--- src/csil_pkg.sv ---
// constants shared by the charger status device end and the host end
// assumes a 20 MHz system clock; registers are reached over the link
package csil_pkg;
	// clock and timing
	localparam int unsigned CLK_MHZ = 20;
	localparam int unsigned ALERT_US = 256;
	localparam int unsigned ALERT_CYC = ALERT_US * CLK_MHZ;
	localparam int unsigned BLINK_HALF_MS = 500;
	localparam int unsigned BLINK_CYC = BLINK_HALF_MS * 1000 * CLK_MHZ;
	localparam int unsigned STEP_MS = 100;
	localparam int unsigned STEP_CYC = STEP_MS * 1000 * CLK_MHZ;
	localparam int unsigned SETTLE_US = 10;
	localparam int unsigned SETTLE_CYC = SETTLE_US * CLK_MHZ;
	// register indices on the link
	localparam logic [1:0] REG_CTRL = 2'h0;
	localparam logic [1:0] REG_LIMIT = 2'h1;
	localparam logic [1:0] REG_FAULT = 2'h2;
	localparam logic [1:0] REG_STATUS = 2'h3;
	// control register fields
	localparam int CTL_ENABLE = 0;
	localparam int CTL_RAISE = 1;
	localparam int CTL_LOWER = 2;
	localparam int CTL_IND_DIS = 3;
	localparam int CTL_LIM_PIN = 4;
	localparam int CTL_DPM_MASK = 5;
	localparam logic [7:0] CTL_REQ_MASK = 8'h06;
	localparam logic [7:0] CTL_EN_MASK = 8'h01;
	// values
	localparam logic [5:0] LIMIT_RESET = 6'h08;
	localparam logic [5:0] LIMIT_100MA = 6'h00;
	localparam logic [7:0] FAULT_REFUSED = 8'hff;
	localparam logic [2:0] RAISE_PULSES = 3'h3;
	localparam logic [2:0] LOWER_PULSES = 3'h2;
	typedef enum logic [1:0] {
		PS_IDLE = 2'b00,
		PS_LOW = 2'b01,
		PS_PROG = 2'b10
	} csil_pump_t;
	typedef enum logic [1:0] {
		HS_IDLE = 2'b00,
		HS_PREP = 2'b01,
		HS_ISSUE = 2'b10,
		HS_WAIT = 2'b11
	} csil_host_t;
endpackage

--- src/csil_link_if.sv ---
// link between the charger status device end and the host end
// both ends run on the same clk_sys; the testbench joins them here
`timescale 1ns/100ps
interface csil_link_if;
	logic power_good_pin_n;
	logic host_alert_pin_n;
	logic acc_req;
	logic acc_write;
	logic acc_burst;
	logic [1:0] acc_addr;
	logic [7:0] acc_wdata;
	logic acc_ack;
	logic [7:0] acc_rdata;
	modport dev (
		output power_good_pin_n, host_alert_pin_n, acc_ack, acc_rdata,
		input acc_req, acc_write, acc_burst, acc_addr, acc_wdata
	);
	modport host (
		input power_good_pin_n, host_alert_pin_n, acc_ack, acc_rdata,
		output acc_req, acc_write, acc_burst, acc_addr, acc_wdata
	);
endinterface

--- src/csil_tick.sv ---
// enable divider: one-cycle tick every PERIOD cycles while run is high
// assumes run drops between uses so each use starts a fresh period
`timescale 1ns/100ps
module csil_tick import csil_pkg::*; #(
	parameter int unsigned PERIOD = 2
) (
	// clock and reset
	input wire logic clk_sys,
	input wire logic sys_rst,
	// control
	input wire logic run,
	output logic tick
);
	localparam int W = $clog2(PERIOD + 1);
	localparam logic [W-1:0] LAST = W'(PERIOD - 1);
	logic [W-1:0] cnt;
	wire logic at_last = (cnt == LAST);
	always_ff @(posedge clk_sys) begin
		if (sys_rst || !run) begin
			cnt <= '0;
			tick <= 1'h0;
		end else begin
			cnt <= at_last ? '0 : cnt + 1'h1;
			tick <= at_last;
		end
	end
endmodule

--- src/csil_device.sv ---
// charger status, alert and current-pulse logic of the device end
// analog sensing arrives as synchronous comparator levels
// How it works
// - good source sets flag, pulls pin low
// - good needs window, awake, poor check, detection
// - test load applied, input must stay above minimum
// - indicator low while charging or recharging
// - indicator released when done, disabled or asleep
// - suspended charging blinks indicator at 1 Hz
// - disable bit stops indicator driving
// - each state update gives or joins a 256 us low alert
// - faults, done, identify, good enter/leave alert
// - regulation entry alerts, maskable by software
// - fault gives one alert, bits recorded
// - fault bits held until register read
// - no fault alert until read and cleared
// - read returns history then clears; read twice
// - fault register single transfers only
// - host sets protocol enable before requests
// - host sets raise or lower, never both
// - busy bit held, limit alternates with 100 mA
// - end restores limit, clears request bit
// - enable cleared mid-sequence aborts at once
// - requests ignored while protocol disabled
// - pin enabled applies lower limit, else register
`timescale 1ns/100ps
module csil_device import csil_pkg::*; #(
	parameter int unsigned ALERT_CYCLES = ALERT_CYC,
	parameter int unsigned BLINK_CYCLES = BLINK_CYC,
	parameter int unsigned STEP_CYCLES = STEP_CYC
) (
	// clock and reset
	input wire logic clk_sys,
	input wire logic sys_rst,
	// host link
	csil_link_if.dev link,
	// input source comparators
	input wire logic vbus_in_window,
	input wire logic vbus_above_battery,
	input wire logic vbus_above_min,
	input wire logic type_detect_done,
	input wire logic source_identified,
	// charger state
	input wire logic charging,
	input wire logic charge_done,
	input wire logic charge_suspended,
	input wire logic [7:0] fault_active,
	input wire logic dpm_active,
	input wire logic [5:0] limit_resistor_pin,
	// outputs to the power stage and indicator
	output logic test_load_en,
	output logic [5:0] applied_limit,
	output logic limit_monitor_en,
	output logic stat_pin_o,
	output logic stat_pin_oe
);
	// control register
	logic pulse_protocol_enable;
	logic raise_request;
	logic lower_request;
	logic indicator_disable;
	logic limit_pin_enable;
	logic dpm_alert_mask;
	logic [5:0] input_limit_setting;
	logic [7:0] fault_register;
	logic fault_armed;
	logic [$clog2(SETTLE_CYC+1)-1:0] settle_cnt;
	logic poor_ok;
	logic source_good_flag;
	logic done_q;
	logic ident_q;
	logic dpm_q;
	logic blink_q;
	logic [$clog2(ALERT_CYCLES+1)-1:0] alert_cnt;
	csil_pump_t pump_state;
	logic [2:0] pulse_cnt;
	logic blink_tick;
	logic step_tick;

	localparam logic [$clog2(SETTLE_CYC+1)-1:0] SETTLE_LAST =
		($clog2(SETTLE_CYC+1))'(SETTLE_CYC - 1);
	localparam logic [$clog2(ALERT_CYCLES+1)-1:0] ALERT_LOAD =
		($clog2(ALERT_CYCLES+1))'(ALERT_CYCLES);

	// register access decode
	wire logic acc_rd = link.acc_req & ~link.acc_write;
	wire logic acc_wr = link.acc_req & link.acc_write;
	wire logic is_fault = (link.acc_addr == REG_FAULT);
	wire logic fault_read = acc_rd & is_fault & ~link.acc_burst;
	wire logic ctrl_wr = acc_wr & (link.acc_addr == REG_CTRL);
	wire logic limit_wr = acc_wr & (link.acc_addr == REG_LIMIT);
	wire logic wr_raise = link.acc_wdata[CTL_RAISE];
	wire logic wr_lower = link.acc_wdata[CTL_LOWER];
	wire logic pump_busy = (pump_state != PS_IDLE);
	// one-hot request, only with the protocol already on and idle
	wire logic pump_start = ctrl_wr & pulse_protocol_enable & ~pump_busy &
		(wr_raise ^ wr_lower);
	wire logic pump_abort = pump_busy & ~pulse_protocol_enable;
	wire logic [2:0] pulse_last = raise_request ? RAISE_PULSES :
		LOWER_PULSES;
	wire logic pump_end = (pump_state == PS_PROG) & step_tick &
		(pulse_cnt == pulse_last);

	// source qualification
	wire logic source_window = vbus_in_window & vbus_above_battery;
	wire logic next_good = source_window & poor_ok & type_detect_done;

	// alert sources
	wire logic ev_fault = fault_armed & (|fault_active);
	wire logic ev_done = charge_done & ~done_q;
	wire logic ev_ident = source_identified & ~ident_q;
	wire logic ev_good = next_good ^ source_good_flag;
	wire logic ev_dpm = dpm_active & ~dpm_q & ~dpm_alert_mask;
	wire logic any_event = ev_fault | ev_done | ev_ident | ev_good | ev_dpm;

	// limit selection
	wire logic pin_lower = limit_resistor_pin < input_limit_setting;
	wire logic [5:0] base_limit = (limit_pin_enable & pin_lower) ?
		limit_resistor_pin : input_limit_setting;

	// indicator: blink beats steady, disable beats both
	wire logic ind_low = charge_suspended ? blink_q : charging;
	wire logic next_stat_oe = ~indicator_disable & ind_low;

	wire logic [7:0] ctrl_rd = {2'h0, dpm_alert_mask, limit_pin_enable,
		indicator_disable, lower_request, raise_request,
		pulse_protocol_enable};
	wire logic [7:0] status_rd = {3'h0, charge_done, charging, pump_busy,
		poor_ok, source_good_flag};
	wire logic [7:0] fault_rd = link.acc_burst ? FAULT_REFUSED :
		fault_register;
	wire logic [7:0] next_rdata = (link.acc_addr == REG_CTRL) ? ctrl_rd :
		(link.acc_addr == REG_LIMIT) ? {2'h0, input_limit_setting} :
		is_fault ? fault_rd : status_rd;

	csil_tick #(.PERIOD(BLINK_CYCLES)) u_blink (
		.clk_sys(clk_sys),
		.sys_rst(sys_rst),
		.run(charge_suspended),
		.tick(blink_tick)
	);

	csil_tick #(.PERIOD(STEP_CYCLES)) u_step (
		.clk_sys(clk_sys),
		.sys_rst(sys_rst),
		.run(pump_busy),
		.tick(step_tick)
	);

	// bus answer one cycle after the request
	always_ff @(posedge clk_sys) begin
		if (sys_rst) begin
			link.acc_ack <= 1'h0;
			link.acc_rdata <= 8'h00;
		end else begin
			link.acc_ack <= link.acc_req;
			link.acc_rdata <= acc_rd ? next_rdata : 8'h00;
		end
	end

	// control and limit registers
	always_ff @(posedge clk_sys) begin
		if (sys_rst) begin
			pulse_protocol_enable <= 1'h0;
			indicator_disable <= 1'h0;
			limit_pin_enable <= 1'h1;
			dpm_alert_mask <= 1'h0;
			input_limit_setting <= LIMIT_RESET;
		end else begin
			if (ctrl_wr) begin
				pulse_protocol_enable <= link.acc_wdata[CTL_ENABLE];
				indicator_disable <= link.acc_wdata[CTL_IND_DIS];
				limit_pin_enable <= link.acc_wdata[CTL_LIM_PIN];
				dpm_alert_mask <= link.acc_wdata[CTL_DPM_MASK];
			end
			if (limit_wr) begin
				input_limit_setting <= link.acc_wdata[5:0];
			end
		end
	end

	// poor-source check: load on, settle, then sample the comparator
	always_ff @(posedge clk_sys) begin
		if (sys_rst || !source_window) begin
			settle_cnt <= '0;
			poor_ok <= 1'h0;
			test_load_en <= 1'h0;
		end else if (!poor_ok) begin
			test_load_en <= 1'h1;
			if (test_load_en && settle_cnt == SETTLE_LAST) begin
				settle_cnt <= '0;
				poor_ok <= vbus_above_min;
				test_load_en <= ~vbus_above_min;
			end else begin
				settle_cnt <= settle_cnt + 1'h1;
			end
		end else begin
			test_load_en <= 1'h0;
		end
	end

	// power good, edge history and indicator
	always_ff @(posedge clk_sys) begin
		if (sys_rst) begin
			source_good_flag <= 1'h0;
			link.power_good_pin_n <= 1'h1;
			done_q <= 1'h0;
			ident_q <= 1'h0;
			dpm_q <= 1'h0;
			blink_q <= 1'h0;
			stat_pin_o <= 1'h0;
			stat_pin_oe <= 1'h0;
			limit_monitor_en <= 1'h0;
		end else begin
			source_good_flag <= next_good;
			link.power_good_pin_n <= ~next_good;
			done_q <= charge_done;
			ident_q <= source_identified;
			dpm_q <= dpm_active;
			blink_q <= charge_suspended & (blink_q ^ blink_tick);
			stat_pin_o <= 1'h0;
			stat_pin_oe <= next_stat_oe;
			// monitoring only exists with the pin function on
			limit_monitor_en <= limit_pin_enable;
		end
	end

	// fault history: a fault arriving in the read cycle survives
	always_ff @(posedge clk_sys) begin
		if (sys_rst) begin
			fault_register <= 8'h00;
			fault_armed <= 1'h1;
		end else begin
			fault_register <= fault_read ? fault_active :
				(fault_register | fault_active);
			if (ev_fault) begin
				fault_armed <= 1'h0;
			end else if (fault_register == 8'h00) begin
				fault_armed <= 1'h1;
			end
		end
	end

	// alert pulse; events during a pulse merge into it
	always_ff @(posedge clk_sys) begin
		if (sys_rst) begin
			alert_cnt <= '0;
			link.host_alert_pin_n <= 1'h1;
		end else if (alert_cnt == '0) begin
			if (any_event) begin
				alert_cnt <= ALERT_LOAD;
				link.host_alert_pin_n <= 1'h0;
			end
		end else begin
			alert_cnt <= alert_cnt - 1'h1;
			link.host_alert_pin_n <= (alert_cnt ==
				($clog2(ALERT_CYCLES+1))'(1));
		end
	end

	// current-pulse sequencer
	always_ff @(posedge clk_sys) begin
		if (sys_rst) begin
			pump_state <= PS_IDLE;
			pulse_cnt <= 3'h0;
			raise_request <= 1'h0;
			lower_request <= 1'h0;
			applied_limit <= LIMIT_RESET;
		end else begin
			case (pump_state)
			PS_IDLE: begin
				if (pump_start) begin
					raise_request <= wr_raise;
					lower_request <= wr_lower;
					pulse_cnt <= 3'h1;
					pump_state <= PS_LOW;
				end
			end
			PS_LOW: begin
				if (step_tick) begin
					pump_state <= PS_PROG;
				end
			end
			PS_PROG: begin
				if (pump_end) begin
					pump_state <= PS_IDLE;
					raise_request <= 1'h0;
					lower_request <= 1'h0;
				end else if (step_tick) begin
					pulse_cnt <= pulse_cnt + 3'h1;
					pump_state <= PS_LOW;
				end
			end
			default: begin
				pump_state <= PS_IDLE;
			end
			endcase
			if (pump_abort) begin
				pump_state <= PS_IDLE;
				raise_request <= 1'h0;
				lower_request <= 1'h0;
			end
			applied_limit <= (pump_state == PS_LOW && !pump_abort) ?
				LIMIT_100MA : base_limit;
		end
	end
endmodule

--- src/flat_wrapper.sv ---
// flat-port wrapper written by rule: the top's interface ports become plain ports
module csil_device_flat import csil_pkg::*;
#(
	parameter int unsigned ALERT_CYCLES = ALERT_CYC,
	parameter int unsigned BLINK_CYCLES = BLINK_CYC,
	parameter int unsigned STEP_CYCLES = STEP_CYC
)
  (clk_sys, sys_rst, vbus_in_window, vbus_above_battery, vbus_above_min, type_detect_done, source_identified, charging, charge_done, charge_suspended, fault_active, dpm_active, limit_resistor_pin, test_load_en, applied_limit, limit_monitor_en, stat_pin_o, stat_pin_oe, link_power_good_pin_n, link_host_alert_pin_n, link_acc_ack, link_acc_rdata, link_acc_req, link_acc_write, link_acc_burst, link_acc_addr, link_acc_wdata);
  csil_link_if link_i ();
  input wire logic clk_sys;
  input wire logic sys_rst;
  input wire logic vbus_in_window;
  input wire logic vbus_above_battery;
  input wire logic vbus_above_min;
  input wire logic type_detect_done;
  input wire logic source_identified;
  input wire logic charging;
  input wire logic charge_done;
  input wire logic charge_suspended;
  input wire logic [7:0] fault_active;
  input wire logic dpm_active;
  input wire logic [5:0] limit_resistor_pin;
  output logic test_load_en;
  output logic [5:0] applied_limit;
  output logic limit_monitor_en;
  output logic stat_pin_o;
  output logic stat_pin_oe;
  output wire logic [$bits(link_i.power_good_pin_n)-1:0] link_power_good_pin_n;
  output wire logic [$bits(link_i.host_alert_pin_n)-1:0] link_host_alert_pin_n;
  output wire logic [$bits(link_i.acc_ack)-1:0] link_acc_ack;
  output wire logic [$bits(link_i.acc_rdata)-1:0] link_acc_rdata;
  input wire logic [$bits(link_i.acc_req)-1:0] link_acc_req;
  input wire logic [$bits(link_i.acc_write)-1:0] link_acc_write;
  input wire logic [$bits(link_i.acc_burst)-1:0] link_acc_burst;
  input wire logic [$bits(link_i.acc_addr)-1:0] link_acc_addr;
  input wire logic [$bits(link_i.acc_wdata)-1:0] link_acc_wdata;
  assign link_power_good_pin_n = link_i.power_good_pin_n;
  assign link_host_alert_pin_n = link_i.host_alert_pin_n;
  assign link_acc_ack = link_i.acc_ack;
  assign link_acc_rdata = link_i.acc_rdata;
  assign link_i.acc_req = link_acc_req;
  assign link_i.acc_write = link_acc_write;
  assign link_i.acc_burst = link_acc_burst;
  assign link_i.acc_addr = link_acc_addr;
  assign link_i.acc_wdata = link_acc_wdata;
  csil_device #(.ALERT_CYCLES(ALERT_CYCLES), .BLINK_CYCLES(BLINK_CYCLES), .STEP_CYCLES(STEP_CYCLES)) u_core (.clk_sys(clk_sys), .sys_rst(sys_rst), .link(link_i), .vbus_in_window(vbus_in_window), .vbus_above_battery(vbus_above_battery), .vbus_above_min(vbus_above_min), .type_detect_done(type_detect_done), .source_identified(source_identified), .charging(charging), .charge_done(charge_done), .charge_suspended(charge_suspended), .fault_active(fault_active), .dpm_active(dpm_active), .limit_resistor_pin(limit_resistor_pin), .test_load_en(test_load_en), .applied_limit(applied_limit), .limit_monitor_en(limit_monitor_en), .stat_pin_o(stat_pin_o), .stat_pin_oe(stat_pin_oe));
endmodule
--- config.mk ---
export PLATFORM = sky130hd
export DESIGN_NAME = csil_device_flat
export DESIGN_NICKNAME = d
export VERILOG_FILES = /design/src/csil_pkg.sv /design/src/csil_link_if.sv /design/src/csil_tick.sv /design/src/csil_device.sv /design/src/flat_wrapper.sv
export SDC_FILE = /design/constraint.sdc
export NUM_CORES = 1
export LEC_CHECK = 0
export BUFFER_PORTS_ARGS = -buffer_cell sky130_fd_sc_hd__buf_2
export CORE_ASPECT_RATIO = 1.75
export CORE_MARGIN = 2
export CORE_UTILIZATION = 45
export CTS_CLUSTER_DIAMETER = 30
export DETAILED_ROUTE_END_ITERATION = 7
export PLACE_DENSITY = 0.61
export SYNTH_ARGS = -nofsm -noshare
export SYNTH_HDL_FRONTEND = slang
export SYNTH_HIERARCHICAL = 1
export SYNTH_SLANG_ARGS = --single-unit
export TNS_END_PERCENT = 20
--- constraint.sdc ---
create_clock -name clk_sys -period 3.9 [get_ports clk_sys]
set_input_delay 0.195 -clock clk_sys [delete_from_list [all_inputs] [get_ports clk_sys]]
set_output_delay 0.195 -clock clk_sys [all_outputs]
set_load 0.005 [all_outputs]
== Word level (Yosys, flattened, before mapping) ==
Index checks and enable logic that the tools add are counted.

* Add/subtract/negate cells: 5
* Multiply operators: 0
* Divide/modulo/power cells: 0
* $lt $le $gt $ge: 1
* Eq/ne operators: 16
* Shift-type cells: 0
* Muxes and demuxes: 33
* Bitwise gates (word level): 44
* Reductions and logical operators: 27

{| class="wikitable"
|+ Operator list
! kind !! number
|-
| two-way mux 13 bit || 2
|-
| adder 24 x 1 -> 24 bit (second input constant) || 1
|-
| == test 24 bit (second input constant) || 1
|-
| two-way mux 6 bit || 4
|-
| two-way mux 8 bit || 3
|-
| AND 1 bit || 23
|-
| adder 21 x 1 -> 21 bit (second input constant) || 1
|-
| == test 21 bit (second input constant) || 1
|-
| == test 13 x 1 -> 1 bit (second input constant) || 1
|-
| zero test 13 bit || 1
|-
| inverter 1 bit || 13
|-
| subtractor 13 x 1 -> 13 bit (second input constant) || 1
|-
| two-way mux 1 bit || 12
|-
| OR reduction 2 bit || 6
|-
| two-way mux 3 bit || 3
|-
| adder 8 x 1 -> 8 bit (second input constant) || 1
|-
| == test 8 bit (second input constant) || 1
|-
| zero test 8 bit || 1
|-
| two-way mux 2 bit || 4
|-
| OR 8 bit || 1
|-
| OR reduction 8 bit || 1
|-
| < comparator 6 bit || 1
|-
| != test 2 x 1 -> 1 bit (second input constant) || 3
|-
| != test 2 bit (second input constant) || 3
|-
| 19 further kinds || 37
|}

* Flip-flop bits (word level): 120
* Bits in latches: 0
* Memory bits (writable): 0
* Memory bits (read-only): 0
* Bits of input ports: 38
* Output and inout port bits: 21
* Logic and storage cells: 159
* Memories: 0

== Logic depth before layout (Yosys ltp) ==
* Depth in word-level cells: 8
* Depth in mapped cells: 7
* Mapped depth without buffers: 6

== Modules after synthesis ==
The synthesis kept the hierarchy.

{| class="wikitable"
|+ Modules (own cells, without submodules)
! module !! times used !! cells an instance !! area each (um^2) !! sequential area each (um^2)
|-
| csil_device || 1 || 365 || 3259.4 || 1461.4
|-
| csil_tick (u_core.u_blink) || 1 || 131 || 1154.9 || 500.5
|-
| csil_tick (u_core.u_step) || 1 || 113 || 1028.5 || 440.4
|}

== Least setup slack after synthesis ==
OpenSTA, ideal clock, no wires.

* Path type: reg-to-reg
* Start: register u_core.alert_cnt[0]
* End: register u_core.alert_cnt[10]
* Library setup time: 0.116 ns
* Arrival: 1.829 ns
* Required time: 3.784 ns
* Path slack: 1.955 ns
* Stages on the path, launching flop included: 7
* Period minus slack after synthesis: 1.945 ns
* Cells stage by stage: dfxtp_1 -> inv_1 -> ha_1 -> or4b_4 -> or3b_1 -> xnor2_1 -> o211a_1

* Longest elaborated chain between the ends: 2

{| class="wikitable"
|+ RTL lines
! element !! line !! source
|-
| start: declaration || csil_device.sv:74 || <nowiki>logic [$clog2(ALERT_CYCLES+1)-1:0] alert_cnt;</nowiki>
|-
| start signal: assignment || csil_device.sv:255 || <nowiki>alert_cnt <= alert_cnt - 1'h1;</nowiki>
|-
| subtractor 13 x 1 -> 13 bit / zero test 13 bit (equally long branches) || csil_device.sv:255, csil_device.sv:249 ||
|-
| two-way mux 13 bit / != test 2 x 1 -> 1 bit (equally long branches) || - ||
|}

Several ways; a longest one is shown, not always the timed one.
A chain may end at the register's enable or synchronous reset.

== Worst setup path after layout ==
Ends and elaborated chain as after synthesis.

==> out/qor.csv <==
stage,metric,value,unit
synthesis,Synth area leader,dfxtp_1,
sta,fmax,0.465,GHz
route,DRT antenna net count,0,
route,Pre-Repair DR Iteration Count,4,
synthesis,area of the mapped netlist,5440,sq um
sta,Slew HR,57.2,%
synthesis,Synth Flop Type,dfxtp_1,
floorplanning,Core ar.,11900,sq um
run,maxcap violations,0,
placed_design,port bufs,55,
route,Routed WL per cell,14.8,um
floorplanning,Initial Util,45.6,%
sta,Hold Fails Final Rpt,0,
route,via count,4535,
cells_and_area,n_diodes,0,
placed_design,Placed Cells,782,
route,DRT Wirelength,12100,um
run_status,status,completed,
synthesis,synth warn,6,
floorplanning,Chip Height,149,um
clock_network,Clock Sinks,120,
global_routing,vias in the first global route,4410,
sta,# setup viols final,0,
placed_design,Placement Setup Slack,1.77,ns
clock_network,htree depth,4,
synthesis,"Avg Cell Area, Syn",8.94,sq um
setup_path,CP required,4.20,ns
route,DRC,0,
global_routing,initial antenna violation count,0,
clock_network,Root Driver,clkbuf_16,
sta,Worst-Margin Slew,0.642,ns
global_routing,GRT Overall Usage,19.6,%
sta,clk_skew,0.00795,ns
setup_path,CP startpoint kind,flop,
synthesis,top-count cell post-synth,dfxtp_1,
sta,Period minus WS final,2.15,ns
clock_network,Clock transition at path regs,0.05,ns
pwr,leakage dissipation,2.41,nW
sta,max-slew violation count,0,
global_routing,pin count of the biggest net entering global routing,33,
synthesis,share of the synthesized area in the top cell type,44.1,%
cells_and_area,Final Non-Filler Cells,816,
clock_network,Clock Latency Late Sink,0.41,ns
synthesis,async set-reset flop share out of synthesis,0,%
synthesis,Post-synth EDFFs,0,
synthesis,Synth Instances,609,
floorplanning,Die Span X,87.1,um
synthesis,"Net Count, Synth",659,
synthesis,"Seq/Total Area, Yosys",44.1,%
global_routing,first-pass GRT wire length,20200,um
cells_and_area,Nets,716,
setup_path,Setup crit end kind,flop,
clock_network,deepest clock path buffer count,2,
global_routing,gr ovfl total,0,
setup_path,"Max FO, Critical Path",5,
floorplanning,die area,13000,sq um
clock_network,CTS tree,built,
pwr,maximum vdd drop,0.000331,V
placed_design,RePlAce Congestion,0.859,
route,initial drt markers,209,
synthesis,top area cells in the synthesized netlist,"dfxtp_1, nor2_1, xnor2_1, a21oi_1, ha_1",
synthesis,post-synthesis register bit count,120,
sta,RSZ-0062 raised after global routing,false,
sta,setup_tns,0,ns
synthesis,synth cell count leaders,"dfxtp_1, nor2_1, a21oi_1",
synthesis,Yosys cell types,60,
floorplanning,Ports,59,
cells_and_area,layout cells sized above 1,16.2,%
sta,Final period util,55.1,%
placed_design,DP Wirelength,8960,um
min_path,Hold WC Path Type,primary input to flop,
setup_path,WP data arrival,2.45,ns
sta,min setup slack post-route,1.75,ns
clock_network,setup bufs post-CTS,0,
route,via-per-instance ratio,5.56,
clock_network,CTS buffer count,17,
cells_and_area,Synth-to-Final Area Change,17.9,%
setup_path,Crit Path Category,flop to flop,
clock_network,CTS Hold Bufs,2,
pwr,PD cells,544,nW/um^2
floorplanning,num rows,53,
clock_network,CTS resizes,0,
sequential cells by signal, summed over array words and instances, names as in the netlist, 2 cells and up:
| signal | cells |
|---|---|
| u_core/u_blink/cnt | 24 |
| u_core/u_step/cnt | 21 |
| u_core/alert_cnt | 13 |
| u_core/fault_register | 8 |
| u_core/link.acc_rdata | 8 |
| u_core/settle_cnt | 8 |
| u_core/applied_limit | 6 |
| u_core/input_limit_setting | 6 |
| u_core/pulse_cnt | 3 |
| u_core/pump_state | 2 |
cell type report:
| cell class | instances | area (sq um) |
|---|---|---|
| well taps | 137 | 171 |
| repair buffers | 58 | 303 |
| fillers | 1102 | 5520 |
| flip-flops and latches | 120 | 2400 |
| clock inverters | 15 | 203 |
| clock buffers | 17 | 425 |
| inverters | 22 | 82.6 |
| multi-input cells | 447 | 2830 |
where the power goes:
| part | leakage (nW) | internal [mW] | switching (mW) |
|---|---|---|---|
| Clock | 0.303 | 1.07 | 0.574 |
| Combinational | 1.13 | 0.213 | 0.255 |
| Sequential | 0.976 | 1.30 | 0.0747 |
| Total | 2.41 | 2.59 | 0.903 |
worst max-delay path, stage by stage (launching register included):
cell and delay, ns:
dfxtp_1 0.35, inv_1 0.14, ha_1 0.25, or4b_4 0.52, or3b_1 0.42, xnor2_1 0.14, o211a_1 0.21
routing by layer:
metal	GRT usage, %	part of all wire (%)
met1	20.5	40
met2	36.6	55
met3	5.07	3.2
met4	7.15	2.0
met5	0	0
logic make-up after synthesis:
kind of cell | count (synthesis) | synth area share [%]
adders and majority gates | 12 | 2.76
and+or+nand+nor | 274 | 28.0
AOI/OAI and AO/OA | 103 | 11.4
buffers and inverters | 42 | 3.84
muxes | 14 | 2.83
other | 1 | 0.0689
xor gates and xnor gates | 43 | 6.92
DFF | 120 | 44.1
final timing paths:
kind,endpoint,cells past startpoint,slack [ns],start
worst max-delay path,u_core/alert_cnt[10]$_SDFFE_PP0P_,6,1.75,u_core/alert_cnt[0]$_SDFFE_PP0P_
worst max register to register,u_core/alert_cnt[10]$_SDFFE_PP0P_,6,1.75,u_core/alert_cnt[0]$_SDFFE_PP0P_
worst min register to register,u_core/u_blink/cnt[0]$_SDFF_PP0_,1,0.46,u_core/u_blink/cnt[0]$_SDFF_PP0_
worst min-delay path,u_core/fault_register[7]$_SDFF_PP0_,3,0.01,fault_active[7]
cell usage in the layout (no fill, tap or decap), types with 7 or more instances in the layout:
master | synthesis | final
and3_1 | 7 | 7
clkbuf_16 | 0 | 17
nor3_1 | 13 | 13
a211oi_1 | 10 | 10
buf_2 | 1 | 55
inv_1 | 22 | 22
o31ai_1 | 11 | 11
nor2_1 | 92 | 92
nand3_1 | 28 | 28
a21oi_1 | 43 | 43
nand2_1 | 33 | 33
or3_1 | 9 | 9
xor2_1 | 16 | 16
xnor2_1 | 27 | 27
dfxtp_1 | 120 | 120
or4_1 | 11 | 11
mux2i_1 | 12 | 12
nand4_1 | 13 | 13
ha_1 | 12 | 12
o21ai_0 | 22 | 22
nor4_1 | 10 | 10
nor2b_1 | 12 | 12
through the flow:
stage / power (mW) / hold WS (ns) / util [%] / instance area (sq um)
6_report: 3.49 / 0.0147 / 53.8 / 6420
2_1_floorplan: 1.75 / 0.278 / - / 5440
5_1_grt: 3.66 / 0.0200 / 53.8 / 6420
3_3_place_gp: 1.85 / 0.414 / 48.3 / 5770
3_5_place_dp: 1.87 / 0.427 / 48.3 / 5770
4_1_cts: 3.53 / 0.00149 / 53.8 / 6420
(Power assumes the default switching activity.)
